<file path="src/core/fifo_thr_consts.vh">
// fifo threshold block constants: offsets, field positions, reset values
// included by the threshold control and compare modules
`ifndef FIFO_THR_CONSTS_VH
`define FIFO_THR_CONSTS_VH
`define OFS_HALT_RESUME 3'h6
`define OFS_TRIGGER 3'h7
`define OFS_READY_SUMMARY 3'h7
`define RST_HALT_RESUME 8'h00
`define RST_TRIGGER 8'h00
`define RST_READY_SUMMARY 8'hff
`define HI_NIB_MSB 7
`define HI_NIB_LSB 4
`define LO_NIB_MSB 3
`define LO_NIB_LSB 0
`define LCR_DLAB_BIT 7
`define MCR_TLR_EN_BIT 6
`define MCR_RDY_MODE_BIT 4
`define MCR_RDY_EN_BIT 2
`define ASR_RDY_DIS_BIT 0
`define LEVEL_SCALE 2
`endif

</file>
<file path="src/core/thr_compare.v">
// one channel's threshold compares: halt/resume hysteresis and triggers
// assumes fill and free counts are synchronous to clk
`timescale 1ns/100ps
`include "fifo_thr_consts.vh"
module thr_compare #(
    parameter CW = 7
) (
    input wire clk,
    input wire reset_n,
    input wire [7:0] haltResume,
    input wire [7:0] trigger,
    input wire [CW-1:0] legacyHalt,
    input wire [CW-1:0] legacyResume,
    input wire [CW-1:0] legacyRxTrig,
    input wire [CW-1:0] legacyTxTrig,
    input wire [CW-1:0] rxCount,
    input wire [CW-1:0] txFree,
    output reg flowHalted,
    output reg rxReady,
    output reg txReady
);
    // ------------------------------------------------------------
    // level selection
    // ------------------------------------------------------------
    function [CW-1:0] pickLevel;
        input [3:0] field;
        input [CW-1:0] legacy;
        begin
            if (field == 4'h0)
                pickLevel = legacy;
            else
                pickLevel = {{(CW-6){1'b0}}, field, 2'b00};
        end
    endfunction

    wire [CW-1:0] resumeLvl;
    wire [CW-1:0] haltLvl;
    wire [CW-1:0] rxTrigLvl;
    wire [CW-1:0] txTrigLvl;
    // zero field falls back to legacy, else field times four
    assign resumeLvl = pickLevel(haltResume[7:4], legacyResume);
    assign haltLvl = pickLevel(haltResume[3:0], legacyHalt);
    assign rxTrigLvl = pickLevel(trigger[7:4], legacyRxTrig);
    assign txTrigLvl = pickLevel(trigger[3:0], legacyTxTrig);

    // ------------------------------------------------------------
    // compares, every clock
    // ------------------------------------------------------------
    always @(posedge clk)
    begin
        if (!reset_n)
        begin
            flowHalted <= 1'b0;
            rxReady <= 1'b0;
            txReady <= 1'b0;
        end
        else
        begin
            if (rxCount >= haltLvl)
                flowHalted <= 1'b1;
            else if (rxCount <= resumeLvl)
                flowHalted <= 1'b0;
            rxReady <= (rxCount >= rxTrigLvl);
            txReady <= (txFree >= txTrigLvl);
        end
    end
endmodule // thr_compare

</file>
<file path="src/core/uart_fifo_threshold_control.v">
// dual-channel fifo threshold control with its register access
// assumes a synchronous parallel register port and external fifo counters
//
// Function
// - at or below four times the resume field, flow resumes (rts on or xon sent).
// - at or above four times the halt field, flow halts (rts off or xoff sent).
// - a zero resume field takes the legacy resume level instead.
// - a zero halt field takes the legacy halt level instead.
// - receive ready rises when the receive count reaches four times its field.
// - a zero receive trigger field uses the level chosen by fifo control bits 7:6.
// - transmit ready rises when free space reaches four times its field.
// - a zero transmit trigger field uses the level chosen by fifo control bits 5:4.
// - level registers are reached only with dlab clear and modem control bit 6 set.
// - the ready summary reads only with dlab, mcr4, disable clear, mcr2 set, a select low.
// - the ready summary gives rx states high, tx states low, and resets to all ones.
// - the auxiliary ready-disable bit blocks the ready summary.
`timescale 1ns/100ps
`include "fifo_thr_consts.vh"
module uart_fifo_threshold_control #(
    parameter CW = 7
) (
    input wire clk,
    input wire reset_n,
    input wire [2:0] addr,
    input wire [7:0] wrData,
    input wire wrStrobe,
    input wire rdStrobe,
    input wire [1:0] channel_selects_n,
    input wire [7:0] line_control_reg_a,
    input wire [7:0] line_control_reg_b,
    input wire [7:0] modem_control_reg_a,
    input wire [7:0] modem_control_reg_b,
    input wire [7:0] auxiliary_settings_reg_a,
    input wire [7:0] auxiliary_settings_reg_b,
    input wire [1:0] autoRtsEn,
    input wire [1:0] autoSwFlowEn,
    input wire [2*CW-1:0] legacyHalt,
    input wire [2*CW-1:0] legacyResume,
    input wire [2*CW-1:0] legacyRxTrig,
    input wire [2*CW-1:0] legacyTxTrig,
    input wire [2*CW-1:0] rxCount,
    input wire [2*CW-1:0] txFree,
    input wire [3:0] rxFifoState,
    input wire [3:0] txFifoState,
    output reg [7:0] rdData,
    output reg rdValid,
    output reg [1:0] rts_n,
    output reg [1:0] sendXon,
    output reg [1:0] sendXoff,
    output reg [1:0] rxReadyIrq,
    output reg [1:0] txReadyIrq
);
    // ------------------------------------------------------------
    // access decode
    // ------------------------------------------------------------
    function levelAccess;
        input [7:0] line_control_reg;
        input [7:0] modem_control_reg;
        begin
            levelAccess = !line_control_reg[`LCR_DLAB_BIT] && modem_control_reg[`MCR_TLR_EN_BIT];
        end
    endfunction

    function readyAccess;
        input [7:0] line_control_reg;
        input [7:0] modem_control_reg;
        input [7:0] auxiliary_settings_reg;
        begin
            readyAccess = !line_control_reg[`LCR_DLAB_BIT] && !modem_control_reg[`MCR_RDY_MODE_BIT]
                && modem_control_reg[`MCR_RDY_EN_BIT] && !auxiliary_settings_reg[`ASR_RDY_DIS_BIT];
        end
    endfunction

    wire [7:0] line_control_reg [0:1];
    wire [7:0] modem_control_reg [0:1];
    wire [7:0] auxiliary_settings_reg [0:1];
    assign line_control_reg[0] = line_control_reg_a;
    assign line_control_reg[1] = line_control_reg_b;
    assign modem_control_reg[0] = modem_control_reg_a;
    assign modem_control_reg[1] = modem_control_reg_b;
    assign auxiliary_settings_reg[0] = auxiliary_settings_reg_a;
    assign auxiliary_settings_reg[1] = auxiliary_settings_reg_b;

    reg [7:0] flow_halt_resume_levels [0:1];
    reg [7:0] fifo_trigger_levels [0:1];
    reg [7:0] fifo_ready_summary;
    wire [1:0] flowHalted;
    wire [1:0] rxReady;
    wire [1:0] txReady;
    reg [1:0] haltedLast;

    // ------------------------------------------------------------
    // per-channel registers and compares
    // ------------------------------------------------------------
    genvar ch;
    generate
        for (ch = 0; ch < 2; ch = ch + 1)
        begin : chan
            wire sel;
            wire lvlOk;
            assign sel = !channel_selects_n[ch];
            assign lvlOk = levelAccess(line_control_reg[ch], modem_control_reg[ch]);

            // register writes, gated by access mode
            always @(posedge clk)
            begin
                if (!reset_n)
                begin
                    flow_halt_resume_levels[ch] <= `RST_HALT_RESUME;
                    fifo_trigger_levels[ch] <= `RST_TRIGGER;
                end
                else if (wrStrobe && sel && lvlOk)
                begin
                    if (addr == `OFS_HALT_RESUME)
                        flow_halt_resume_levels[ch] <= wrData;
                    if (addr == `OFS_TRIGGER)
                        fifo_trigger_levels[ch] <= wrData;
                end
            end

            thr_compare #(
                .CW(CW)
            ) u_cmp (
                .clk(clk),
                .reset_n(reset_n),
                .haltResume(flow_halt_resume_levels[ch]),
                .trigger(fifo_trigger_levels[ch]),
                .legacyHalt(legacyHalt[ch*CW +: CW]),
                .legacyResume(legacyResume[ch*CW +: CW]),
                .legacyRxTrig(legacyRxTrig[ch*CW +: CW]),
                .legacyTxTrig(legacyTxTrig[ch*CW +: CW]),
                .rxCount(rxCount[ch*CW +: CW]),
                .txFree(txFree[ch*CW +: CW]),
                .flowHalted(flowHalted[ch]),
                .rxReady(rxReady[ch]),
                .txReady(txReady[ch])
            );

            // flow outputs: rts level, xon/xoff one-cycle requests on change
            always @(posedge clk)
            begin
                if (!reset_n)
                begin
                    rts_n[ch] <= 1'b0;
                    sendXon[ch] <= 1'b0;
                    sendXoff[ch] <= 1'b0;
                    haltedLast[ch] <= 1'b0;
                    rxReadyIrq[ch] <= 1'b0;
                    txReadyIrq[ch] <= 1'b0;
                end
                else
                begin
                    haltedLast[ch] <= flowHalted[ch];
                    rts_n[ch] <= autoRtsEn[ch] & flowHalted[ch];
                    sendXoff[ch] <= autoSwFlowEn[ch] & flowHalted[ch]
                        & ~haltedLast[ch];
                    sendXon[ch] <= autoSwFlowEn[ch] & ~flowHalted[ch]
                        & haltedLast[ch];
                    rxReadyIrq[ch] <= rxReady[ch];
                    txReadyIrq[ch] <= txReady[ch];
                end
            end
        end
    endgenerate

    // ------------------------------------------------------------
    // ready summary, sampled each clock
    // ------------------------------------------------------------
    always @(posedge clk)
    begin
        if (!reset_n)
            fifo_ready_summary <= `RST_READY_SUMMARY;
        else
            fifo_ready_summary <= {rxFifoState, txFifoState};
    end

    // ------------------------------------------------------------
    // read path
    // ------------------------------------------------------------
    reg [7:0] next_rdData;
    reg next_rdValid;
    reg [0:0] rch;
    always @*
    begin
        next_rdData = 8'h00;
        next_rdValid = 1'b0;
        rch = channel_selects_n[0] ? 1'b1 : 1'b0;
        if (rdStrobe && (channel_selects_n != 2'b11))
        begin
            if (addr == `OFS_READY_SUMMARY && readyAccess(line_control_reg[rch], modem_control_reg[rch], auxiliary_settings_reg[rch]))
            begin
                next_rdData = fifo_ready_summary;
                next_rdValid = 1'b1;
            end
            else if (levelAccess(line_control_reg[rch], modem_control_reg[rch]))
            begin
                if (addr == `OFS_HALT_RESUME)
                begin
                    next_rdData = flow_halt_resume_levels[rch];
                    next_rdValid = 1'b1;
                end
                else if (addr == `OFS_TRIGGER)
                begin
                    next_rdData = fifo_trigger_levels[rch];
                    next_rdValid = 1'b1;
                end
            end
        end
    end

    // registered read answer
    always @(posedge clk)
    begin
        if (!reset_n)
        begin
            rdData <= 8'h00;
            rdValid <= 1'b0;
        end
        else
        begin
            rdData <= next_rdData;
            rdValid <= next_rdValid;
        end
    end
endmodule // uart_fifo_threshold_control

</file>
<file path="config.mk">
export PLATFORM = sky130hd
export DESIGN_NAME = uart_fifo_threshold_control
export DESIGN_NICKNAME = d
export VERILOG_FILES = /design/src/core/thr_compare.v /design/src/core/uart_fifo_threshold_control.v
export VERILOG_INCLUDE_DIRS = /design/src /design/src/core
export SDC_FILE = /design/constraint.sdc
export NUM_CORES = 1
export LEC_CHECK = 0
export ABC_AREA = 1
export BUFFER_PORTS_ARGS = -buffer_cell sky130_fd_sc_hd__buf_2
export CORE_MARGIN = 2
export CORE_UTILIZATION = 30
export CTS_BUF_LIST = sky130_fd_sc_hd__clkbuf_8 sky130_fd_sc_hd__clkbuf_16
export DETAILED_ROUTE_END_ITERATION = 12
export PLACE_DENSITY = 0.54
export REMOVE_ABC_BUFFERS = 1
export SYNTH_ARGS = -nofsm -noshare
export SYNTH_HDL_FRONTEND = slang
export SYNTH_SLANG_ARGS = --single-unit
</file>
<file path="constraint.sdc">
create_clock -name clk -period 1.79 [get_ports clk]
set_input_delay 0.2685 -clock clk [delete_from_list [all_inputs] [get_ports clk]]
set_output_delay 0.2685 -clock clk [all_outputs]
set_load 0.02 [all_outputs]
</file>
# Yosys cells after proc, flatten, opt, wreduce, memory -nomap -nowiden
# Memory sizes are Yosys's and may differ from the RTL's.
# Cells that the tools add are included.
[word_totals]
ff_bits = 35
ramBits = 32
output_inout_bits = 19
elab_cells = 132
mem_count = 2
[memory_table]
columns = ["memory", "words", "width", "rd", "rd_ports_with_merged_regs", "write_ports", "line", "source"]
rows = [
  ["fifo_trigger_levels", 2, 8, 3, 0, 2, "uart_fifo_threshold_control.v:85", "reg [7:0] fifo_trigger_levels [0:1];"],
  ["flow_halt_resume_levels", 2, 8, 3, 0, 2, "uart_fifo_threshold_control.v:84", "reg [7:0] flow_halt_resume_levels [0:1];"],
]
[op_classes]
n_lt_le_gt_ge = 9
n_eq_ne = 3
n_mux = 48
bitwise_logic = 19
n_reduce_logical = 30
[ops]
columns = ["op", "count"]
rows = [
  ["$mux 8", 11],
  ["$mux 7", 11],
  ["$ge 7x7->1", 6],
  ["$logic_not 4->1", 8],
  ["$mux 1", 26],
  ["$le 7x7->1", 2],
  ["$logic_and 1x1->1", 12],
  ["$and 1x1->1", 10],
  ["$logic_not 1->1", 7],
  ["$eq 3x3->1 const B", 2],
  ["$not 1->1", 4],
  ["$or 1x1->1", 4],
  ["$reduce_bool 2->1", 2],
  ["$ge 2x2->1 const B", 1],
  ["$ne 2x2->1 const B", 1],
  ["$not 1->2", 1],
  ["$reduce_and 2->1", 1],
]

# Depth between registers and ports, before layout
# Gate-level depths: netlist of the first run.
[depth]
depth_word = 11
mapped_depth = 13
mapped_depth_nobuf = 13

# By module
# From an unflattened synthesis of the first run, not the netlist that was laid out.
[hier_totals]
hier_cells = 642
area_unflattened_um2 = 4638.2
[modules_own_cells]
columns = ["module", "n_inst", "cells_each", "area_each_um2", "seq_area_each_um2"]
rows = [
  ["uart_fifo_threshold_control", 1, 288, 2531.2, 1541.5],
  ["thr_compare at chan[0].u_cmp", 1, 177, 1056.0, 60.1],
  ["thr_compare at chan[1].u_cmp", 1, 177, 1051.0, 60.1],
]

# Worst setup path after synthesis of the first run
# No wires, ideal clock.
[synth_timing]
path_kind = "register -> register"
startpoint = "memory flow_halt_resume_levels[0][5]"
endpoint = "register chan[0].u_cmp.flowHalted"
setup_time_ns = 0.070
t_arrival_ns = 1.535
required_ns = 1.720
setup_slack_ns = 0.185
path_stages_with_launch = 13
path_buffers = 0
cell_sequence = "edfxtp_1 -> nor2_1 -> nand3_1 -> inv_1 -> a21o_1 -> inv_1 -> ha_1 -> nand2_1 -> nor2_1 -> nand2_1 -> nand2_1 -> nand2_1 -> a21oi_1"
[synth_lines]
columns = ["element", "line", "source"]
rows = [
  ["start, declared", "uart_fifo_threshold_control.v:84", ""],
  ["end signal, assigned", "thr_compare.v:53", "flowHalted <= 1'b0;"],
  ["end signal, assigned", "thr_compare.v:60", "flowHalted <= 1'b1;"],
  ["end signal, assigned", "thr_compare.v:62", "flowHalted <= 1'b0;"],
  ["end, declared", "thr_compare.v:18", "output reg flowHalted,"],
]

==> metrics.csv, run 1 <==
stage;metric;value;unit
clock_tree;Clk Latency, worst-skew pair;0.33;ns
job;maxcap violations;0;
route;Initial DRC Count;218;
placed_design;pre-CTS setup slack;-0.0588;ns
clock_tree;clock transition at the registers of the reported paths;0.06;ns
logic_synthesis;EDFF count, synth;32;
die;Starting Density;0.304;
clock_tree;CTS max path bufs;2;
timing;measured slew at the worst slew-check pin;0.408;ns
logic_synthesis;asr flop ratio synth;0;
clock_tree;# H-tree levels;3;
global_routing;Total GRT Usage;0.161;
route;DRC;0;
route;vias per inst;4.42;
power;Worst IR Drop VDD;436;µV
timing;Max Slew Vio Count;0;
die;CORE AREA;15000;µm²
layout;Final nets;1041;
global_routing;initial antenna violation count;0;
layout;sequential cell area;1660;µm²
die;Row Count;45;
die;Die W;127;µm
outcome;status;finished clean;
timing;Slew Limit Headroom;0.728;
global_routing;number of global-route vias before repair;4260;
logic_synthesis;leading area contributor after synthesis;edfxtp_1;
placed_design;RD Place Congestion;0.844;
logic_synthesis;most frequent cell after synthesis;nand2_1;
die;die area;16200;µm²
route;post-route ant nets;0;
power;Power Density;673;nW/µm²
global_routing;first-pass GRT wire length;20.3;mm
hold_path;Hold Crit Class;primary input to flip-flop;
clock_tree;Num CTS Buffers;9;
clock_tree;CTS Root Buffer Type;clkbuf_16;
layout;area occupied by multi-input gates;2650;µm²
logic_synthesis;Post-synth top cells;nand2_1, inv_1, nor2_1, ha_1, dfxtp_1;
timing;FMAX;0.580;GHz
route;drt wl/cell;12.8;µm
route;DR vias;4493;
critical_path;WP data required;2.00;ns
clock_tree;CTS sink cnt;67;
timing;setup TNS;0;ns
placed_design;Detailed Place HPWL;10.6;mm
logic_synthesis;syn avg cell area;7.18;µm²
logic_synthesis;Cell Area, Synth;4570;µm²
power;leakage;3.32;nW
critical_path;Worst setup SP type;flip-flop;
timing;endpoints failing setup;0;
die;# IOs;180;
logic_synthesis;Synth Instances;637;
logic_synthesis;ranking of synthesized cells by area;edfxtp_1, nand2_1, dfxtp_1, ha_1, inv_1;
route;drt first pass iters;4;
global_routing;grt ovf;0;
clock_tree;CTS tree;done;
logic_synthesis;Primary FF master, synth;dfxtp_1;
timing;final hold violation count;0;
layout;Fillers;1596;
timing;unrepaired setup endpoints after global routing;yes;
route;WL final;13.0;mm
critical_path;CP Data Arrival Time;1.93;ns
critical_path;critical path type;flip-flop to flip-flop;
timing;period utilization;0.964;
logic_synthesis;Yosys cell types;26;
logic_synthesis;Synth warnings;0;
die;Die H;127;µm
critical_path;CP Max Fanout;2;
timing;Final min period;1.73;ns
layout;area grow syn2layout;37.2;%
critical_path;kind of end point of the critical path;flip-flop;
global_routing;largest net degree at the start of global routing;27;
timing;slack of the critical path;0.0650;ns
logic_synthesis;synthesized flop and latch total;67;
logic_synthesis;Synth top area share;0.210;
timing;Max Clock Skew;0.00546;ns
layout;antenna cells;0;
critical_path;reg-to-reg slack, setup;0.06;ns
placed_design;Buffers on Ports;141;
logic_synthesis;sequential fraction of the synthesis area;0.363;
layout;share of cells above drive strength 1;0.335;
==> layer usage <==
metal	GRT usage	up-vias	share of wire
li1	-	2405	-
met1	0.204	1967	0.46
met2	0.278	107	0.48
met3	0.0419	14	0.048
met4	0.0284	0	0.012
met5	0	-	0
==> placed cells by master, fill, tap and decap left out, drive strengths merged, types with 3 or more instances in the layout <==
cell,synthesis,routed
edfxtp,32,32
ha,56,56
a21oi,33,33
nor2,83,83
nand4,6,6
nand2,190,190
dfxtp,35,35
buf,7,183
clkbuf,0,9
a31oi,17,17
nand3b,3,3
nor3,3,3
o21ai,14,14
nand3,29,29
o21a,5,5
clkinv,2,7
inv,110,111
or2,10,10
==> cell families after synthesis <==
group                      after synthesis  synth area share
buffers and inverters                  119             0.103
adders and majority gates               56             0.153
DFF                                     67             0.363
AOI/OAI and AO/OA                       70            0.0846
and+or+nand+nor                        325             0.296
==> area by class of cell <==
cell class,instances,area share
clock inverters,7,0.00838
inverters,112,0.0670
flip-flops and latches,67,0.265
well taps,188,0.0375
repair buffers,183,0.163
multi-input cells,451,0.423
clock buffers,9,0.0359
==> state kept, by name, summed over array words and instances, names as in the netlist, 2 cells and up <==
| name | count |
|---|---|
| haltedLast | 2 |
| fifo_trigger_levels | 16 |
| chan.u_cmp.rxReady | 2 |
| rdData | 8 |
| flow_halt_resume_levels | 16 |
| sendXoff | 2 |
| chan.u_cmp.flowHalted | 2 |
| fifo_ready_summary | 8 |
| txReadyIrq | 2 |
| rxReadyIrq | 2 |
| chan.u_cmp.txReady | 2 |
| sendXon | 2 |
| rts_n | 2 |
==> power by group <==
group          switching [mW]  internal, mW  total, mW
logic                   0.487         0.391      0.878
registers              0.0363          1.68       1.72
clock network           0.683         0.942       1.63
total                    1.21          3.01       4.22
==> worst max-delay path, cell delays in order (launching register included) <==
cell and delay (ns):
edfxtp_1 0.41, buf_4 0.15, buf_4 0.13, a31oi_1 0.20
ha_1 0.29, nand2_1 0.07, nand2_1 0.04, a21oi_1 0.12
nand2_1 0.06, nand2_1 0.07, a21oi_2 0.05
==> through the flow <==
step	cell area, µm²	power, mW	utilization	hold WS (ns)	std cells
final	6270	4.22	0.417	0.117	1017
after global routing	6270	4.46	0.417	0.101	1017
after CTS	6020	4.19	0.401	0.105	1011
after detailed placement	5730	2.55	0.381	0.400	994
after global placement	5730	2.54	0.381	0.393	994
after floorplan	4520	2.17	-	0.362	630
==> path summary, 6_finish.rpt <==
path                                 startpoint                       end  depth (start not counted)
setup / recovery  flow_halt_resume_levels[1][6]  chan[1].u_cmp.flowHalted                         10
setup reg to reg  flow_halt_resume_levels[1][6]  chan[1].u_cmp.flowHalted                         10
hold / removal                   txFifoState[2]     fifo_ready_summary[2]                          2
hold reg to reg           chan[0].u_cmp.txReady             txReadyIrq[0]                          2
==> timing repair <==
action | in CTS | in global routing
resized for setup | 5 | 59
endpoints found under the setup margin | 2 | 6
setup buffers | 1 | 6
pin swaps | 1 | 30
hold buffers | 0 | 0
Note: power is estimated with default switching activity, not from simulation.
==> run 2: changes to the inputs <==
--- a/config.mk
+++ b/config.mk
@@ -6,13 +6,13 @@
 export SDC_FILE = /design/constraint.sdc
 export NUM_CORES = 1
 export LEC_CHECK = 0
-export ABC_AREA = 1
+export ABC_AREA = 0
 export BUFFER_PORTS_ARGS = -buffer_cell sky130_fd_sc_hd__buf_2
 export CORE_MARGIN = 2
 export CORE_UTILIZATION = 30
 export CTS_BUF_LIST = sky130_fd_sc_hd__clkbuf_8 sky130_fd_sc_hd__clkbuf_16
 export DETAILED_ROUTE_END_ITERATION = 12
-export PLACE_DENSITY = 0.54
+export PLACE_DENSITY = 0.55
 export REMOVE_ABC_BUFFERS = 1
 export SYNTH_ARGS = -nofsm -noshare
 export SYNTH_HDL_FRONTEND = slang
==> metrics.csv, run 2 <==
stage;metric;value;unit
clock_tree;CTS Root Buffer Type;clkbuf_16;
critical_path;Worst Path Buf+Inv;1;
clock_tree;# H-tree levels;3;
global_routing;first-pass GRT wire length;18.4;mm
timing;unrepaired setup endpoints after global routing;yes;
power;clock share of power;0.427;
layout;commonest non-fill, non-tap cells in the layout;buf_2, buf_4, ha_1;
layout;commonest non-fill, non-tap cell in the layout;buf_2;
power;total power;4.40;mW
placed_design;Buffers on Ports;141;
logic_synthesis;ranking of synthesized cells by area;edfxtp_1, dfxtp_1, ha_1, and2_1, a21oi_1;
logic_synthesis;Yosys cell types;38;
timing;Slew Limit Headroom;0.709;
layout;Fillers;1258;
hold_path;Hold Crit Class;primary input to flip-flop;
critical_path;CP Max Fanout;5;
layout;share of cells above drive strength 1;0.458;
layout;sequential cell area;1660;µm²
route;vias per inst;4.93;
logic_synthesis;Primary FF master, synth;dfxtp_1;
power;Worst IR Drop VDD;439;µV
logic_synthesis;leading area contributor after synthesis;edfxtp_1;
critical_path;Worst path slowest cell;edfxtp_1;
layout;post-route cell area;6080;µm²
layout;area occupied by multi-input gates;2710;µm²
outcome;violated checks;negative setup slack;
critical_path;critical path type;flip-flop to flip-flop;
die;Row Count;42;
logic_synthesis;Cell Area, Synth;4100;µm²
route;drt wl/cell;15.5;µm
logic_synthesis;syn avg cell area;10.5;µm²
critical_path;kind of end point of the critical path;flip-flop;
layout;antenna cells;0;
layout;largest registers;fifo_trigger_levels x16, flow_halt_resume_levels x16;
power;leakage;2.71;nW
global_routing;initial antenna violation count;0;
logic_synthesis;Synth warnings;0;
logic_synthesis;Synth top area share;0.234;
global_routing;grt ovf;0;
power;Combinational Power Share;0.180;
timing;FMAX;0.530;GHz
logic_synthesis;sequential fraction of the synthesis area;0.405;
critical_path;Worst setup SP type;flip-flop;
critical_path;CP peak stage delay;0.43;ns
route;WL final;12.0;mm
route;DR vias;3813;
global_routing;number of global-route vias before repair;3863;
power;P_sw;1.10;mW
timing;measured slew at the worst slew-check pin;0.436;ns
logic_synthesis;EDFF count, synth;32;
critical_path;CP cell instances;nor4_4, buf_4, nand2_1, ha_4, a21oi_1, and3_1, o21ai_2, o2bb2ai_1;
clock_tree;clock transition at the registers of the reported paths;0.06;ns
route;DRC;0;
clock_tree;Num CTS Buffers;9;
timing;Max Slew Vio Count;0;
clock_tree;CTS tree;done;
critical_path;delay-heaviest family, CP;simple AND/OR/NAND/NOR gates;
clock_tree;Clk Latency, worst-skew pair;0.33;ns
timing;slack of the critical path;-0.0985;ns
route;drt first pass iters;4;
timing;endpoints failing setup;4;
placed_design;Detailed Place HPWL;9.91;mm
timing;period utilization;1.06;
critical_path;CP Data Arrival Time;2.11;ns
layout;area grow syn2layout;48.2;%
clock_tree;CTS max path bufs;2;
global_routing;Total GRT Usage;0.166;
die;# IOs;180;
power;sequential share of power;0.393;
power;internal power;3.31;mW
logic_synthesis;asr flop ratio synth;0;
logic_synthesis;synthesized flop and latch total;67;
timing;Final min period;1.89;ns
logic_synthesis;most frequent cell after synthesis;ha_1;
die;CORE AREA;13300;µm²
route;Initial DRC Count;194;
die;Die W;121;µm
global_routing;largest net degree at the start of global routing;29;
logic_synthesis;Post-synth top cells;ha_1, and2_1, a21oi_1, dfxtp_1, edfxtp_1;
layout;Final nets;810;
clock_tree;CTS sink cnt;67;
timing;Max Clock Skew;0.00674;ns
die;Starting Density;0.309;
logic_synthesis;Synth Instances;391;
placed_design;Placed Area;5350;µm²
critical_path;WP data required;2.01;ns
timing;final hold violation count;0;
placed_design;RD Place Congestion;0.823;
route;post-route ant nets;0;
job;maxcap violations;0;
layout;utilization after layout;0.457;
power;Sw Ratio;0.249;
power;Power Density;724;nW/µm²
die;die area;14600;µm²
outcome;status;finished, violations left;
die;Die H;121;µm
run 2: cell types whose count changed after synthesis, sizes merged, moves of 9 or more:
cell	before	now
nand2b	0	14
nor2	83	14
and2	0	46
nand3	29	9
a22o	0	9
a31oi	17	7
nor3	3	12
nand2	190	25
or2	10	1
nor4	0	9
inv	110	8
run 2: power by group through the flow:
stage	combinational, mW	clock [mW]	sequential [mW]
after floorplan	0.309	0	1.77
after global placement	0.684	0	1.75
after detailed placement	0.708	0	1.75
after CTS	0.750	1.92	1.72
after global routing	0.878	1.98	1.74
final	0.793	1.88	1.73
run 2: final cells by class:
cell class              count  share of cell area
clock buffers               9              0.0370
clock inverters             7              0.0154
inverters                   8             0.00494
multi-input cells         310               0.445
flip-flops and latches     67               0.273
well taps                 176              0.0362
repair buffers            197               0.188
run 2: cell families (layout without fill, tap and decap cells):
group           after synthesis  after routing  share of synthesized area
compound gates               81             81                      0.125
fa+ha+maj                    56             56                      0.171
buf+inv                      14            221                     0.0174
flops                        67             67                      0.405
mux                           8              8                     0.0439
simple gates                165            165                      0.238
run 2: path summary, 6_finish.rpt:
path / start / to / slack (ns) / depth (start not counted)
min reg2reg: chan[1].u_cmp.rxReady / rxReadyIrq[1] / 0.43 / 1
min: txFifoState[0] / fifo_ready_summary[0] / 0.11 / 2
max reg2reg: flow_halt_resume_levels[1][3] / chan[1].u_cmp.flowHalted / -0.1 / 8
max: flow_halt_resume_levels[1][3] / chan[1].u_cmp.flowHalted / -0.1 / 8
run 2: timing repair:
item                                    in CTS  in global routing
setup buffers                                3                  7
endpoints found under the setup margin       5                  6
pin swaps                                   20                 35
hold buffers                                 0                  0
resized for setup                           29                 26
run 2: metrics by stage:
step	worst slack [ns]	hold slack (ns)	instances	TNS (ns)
finish	-0.0985	0.113	774	-0.243
global route	-0.203	0.108	774	-0.756
CTS	-0.0559	0.105	767	-0.152
detailed placement	-0.204	0.420	748	-0.534
global placement	-0.206	0.415	748	-0.490
floorplan	-0.211	0.342	385	-0.666
run 2: worst reg2reg max path, stage by stage (launching register included):
cell	delay (ns)
edfxtp_1	0.43
nor4_4	0.33
buf_4	0.19
nand2_1	0.09
ha_4	0.23
a21oi_1	0.15
and3_1	0.18
o21ai_2	0.06
o2bb2ai_1	0.11
run 2: metal layers:
| metal | GRT usage | routed length (µm) |
|---|---|---|
| met5 | 0 | 0 |
| met4 | 0.0501 | 190 |
| met3 | 0.0409 | 579 |
| met2 | 0.298 | 6240 |
| met1 | 0.193 | 5030 |
==> run 3: changes to the inputs <==
--- a/config.mk
+++ b/config.mk
@@ -8,11 +8,13 @@
 export LEC_CHECK = 0
 export ABC_AREA = 0
 export BUFFER_PORTS_ARGS = -buffer_cell sky130_fd_sc_hd__buf_2
+export CELL_PAD_IN_SITES_DETAIL_PLACEMENT = 0
+export CELL_PAD_IN_SITES_GLOBAL_PLACEMENT = 1
 export CORE_MARGIN = 2
 export CORE_UTILIZATION = 30
 export CTS_BUF_LIST = sky130_fd_sc_hd__clkbuf_8 sky130_fd_sc_hd__clkbuf_16
 export DETAILED_ROUTE_END_ITERATION = 12
-export PLACE_DENSITY = 0.55
+export PLACE_DENSITY = 0.7
 export REMOVE_ABC_BUFFERS = 1
 export SYNTH_ARGS = -nofsm -noshare
 export SYNTH_HDL_FRONTEND = slang
==> metrics.csv, run 3 (same netlist as run 2, synthesis figures left out) <==
stage;metric;value;unit
outcome;status;finished, violations left;
outcome;violated checks;negative setup slack;
timing;measured slew at the worst slew-check pin;0.398;ns
timing;unrepaired setup endpoints after global routing;yes;
critical_path;Reg2Reg Depth;8;
timing;Slew Limit Headroom;0.734;
layout;commonest non-fill, non-tap cells in the layout;buf_2, buf_4, ha_1;
hold_path;Hold Crit Class;primary input to flip-flop;
die;# IOs;180;
power;Worst IR Drop VDD;610;µV
power;Combinational Power Share;0.179;
hold_path;WHS Path Cells;2;
global_routing;grt ovf;0;
timing;slack of the critical path;-0.0752;ns
timing;FMAX;0.536;GHz
critical_path;critical path type;flip-flop to flip-flop;
die;die area;14600;µm²
timing;final hold violation count;0;
clock_tree;CTS tree;done;
critical_path;reg2reg start;flow_halt_resume_levels[1][3];
die;CORE AREA;13300;µm²
placed_design;pre-CTS setup slack;-0.248;ns
route;DR vias;3823;
power;total power;4.46;mW
clock_tree;CTS Root Buffer Type;clkbuf_16;
placed_design;RD Place Congestion;0.877;
clock_tree;CTS max path bufs;2;
route;vias per inst;4.94;
die;Starting Density;0.309;
critical_path;CP cell instances;buf_4, nor3_1, a21oi_1, ha_1, a21o_1, a31oi_4, o21ai_2, o2bb2ai_1;
timing;Max Clock Skew;0.0115;ns
job;maxcap violations;0;
route;WL final;12.2;mm
timing;Max Slew Vio Count;0;
power;Sw Ratio;0.255;
route;Initial DRC Count;170;
critical_path;reg-to-reg slack, setup;-0.08;ns
critical_path;WP data required;2.00;ns
global_routing;first-pass GRT wire length;18.2;mm
layout;share of cells above drive strength 1;0.467;
route;drt first pass iters;4;
power;leakage;2.72;nW
critical_path;Worst path slowest cell;edfxtp_1;
die;Die H;121;µm
global_routing;Total GRT Usage;0.165;
placed_design;Buffers on Ports;141;
timing;Final min period;1.87;ns
layout;Final nets;810;
power;clock share of power;0.434;
layout;Finished Layout Cells;774;
critical_path;CP Max Fanout;4;
global_routing;number of global-route vias before repair;3843;
layout;area grow syn2layout;49.1;%
timing;endpoints failing setup;3;
route;drt wl/cell;15.7;µm
timing;hold_ws;0.113;ns
critical_path;CP peak stage delay;0.40;ns
global_routing;largest net degree at the start of global routing;17;
timing;period utilization;1.04;
route;DRC;0;
power;sequential share of power;0.387;
power;P_sw;1.14;mW
placed_design;DP Cell Count;749;
critical_path;Crit Reg-Reg Endpoint;chan[1].u_cmp.flowHalted;
placed_design;Detailed Place HPWL;9.96;mm
layout;commonest non-fill, non-tap cell in the layout;buf_2;
power;Power Density;729;nW/µm²
clock_tree;# H-tree levels;3;
clock_tree;cts hold-fix bufs;0;
clock_tree;Num CTS Buffers;9;
global_routing;initial antenna violation count;0;
critical_path;kind of end point of the critical path;flip-flop;
clock_tree;CTS sink cnt;67;
die;Die W;121;µm
layout;largest registers;fifo_trigger_levels x16, flow_halt_resume_levels x16;
hold_path;hold path start;txFifoState[0];
route;post-route ant nets;0;
layout;antenna cells;0;
critical_path;Worst setup SP type;flip-flop;
power;internal power;3.32;mW
clock_tree;clock transition at the registers of the reported paths;0.06;ns
clock_tree;Clk Latency, worst-skew pair;0.34;ns
hold_path;Hold Path End;fifo_ready_summary[0];
critical_path;CP Data Arrival Time;2.08;ns
die;Row Count;42;
-- run 3: cell count changes in the layout (fill, tap and decap cells not counted), sizes merged --
cell    before  now
inv          9   10
clkinv       3    2
-- run 3: cell type report --
| class | count | area (µm²) |
|---|---|---|
| inverters | 8 | 30.0 |
| flip-flops and latches | 67 | 1660 |
| multi-input cells | 310 | 2740 |
| fillers | 1249 | 7180 |
| clock buffers | 9 | 225 |
| well taps | 176 | 220 |
| clock inverters | 7 | 98.8 |
| repair buffers | 197 | 1140 |
-- run 3: worst max-delay path by stage --
stage / startpoint / end / slack (ns) / cells past startpoint
6_report: flow_halt_resume_levels[1][3] / chan[1].u_cmp.flowHalted / -0.08 / 8
3_5_place_dp: flow_halt_resume_levels[1][3] / chan[1].u_cmp.flowHalted / -0.25 / 8
2_1_floorplan: fifo_trigger_levels[0][5] / chan[0].u_cmp.rxReady / -0.21 / 7
5_1_grt: flow_halt_resume_levels[0][5] / chan[0].u_cmp.flowHalted / -0.17 / 9
3_3_place_gp: flow_halt_resume_levels[1][3] / chan[1].u_cmp.flowHalted / -0.18 / 8
4_1_cts: flow_halt_resume_levels[1][0] / chan[1].u_cmp.flowHalted / -0.07 / 8
-- run 3: metrics by stage --
step / util / TNS, ns / area [µm²]
6_report: 0.460 / -0.151 / 6120
5_1_grt: 0.460 / -0.740 / 6120
4_1_cts: 0.438 / -0.155 / 5820
3_5_place_dp: 0.402 / -0.549 / 5340
3_3_place_gp: 0.402 / -0.429 / 5340
2_1_floorplan: - / -0.666 / 4060
-- run 3: worst max-delay path: cells and delay by family, from the launching register on --
family,cells,cell delay [ns]
AO/OA/AOI/OAI,5,0.64
adder cells (fa/ha/maj),1,0.33
buffers and inverters,1,0.18
flip-flops,1,0.40
AND/OR/NAND/NOR,1,0.19
-- run 3: power by group through the flow --
| stage | clock network (mW) | registers [mW] | logic, mW |
|---|---|---|---|
| floorplan | 0 | 1.77 | 0.309 |
| global placement | 0 | 1.75 | 0.683 |
| detailed placement | 0 | 1.75 | 0.706 |
| CTS | 1.97 | 1.72 | 0.742 |
| global route | 2.04 | 1.73 | 0.888 |
| finish | 1.93 | 1.73 | 0.799 |
-- run 3: routing by layer --
metal	vias to the layer above	routed length, µm	global-route usage
met4	0	282	0.0552
met1	1787	4950	0.192
met3	26	662	0.0329
met2	114	6290	0.298
met5	-	0	0
li1	1896	-	-
-- run 3: what timing repair did --
item	CTS	global route
endpoints found under the hold margin	0	0
pin swaps	14	26
setup endpoints to repair	3	6
setup buffers	2	7
resized for setup	22	40
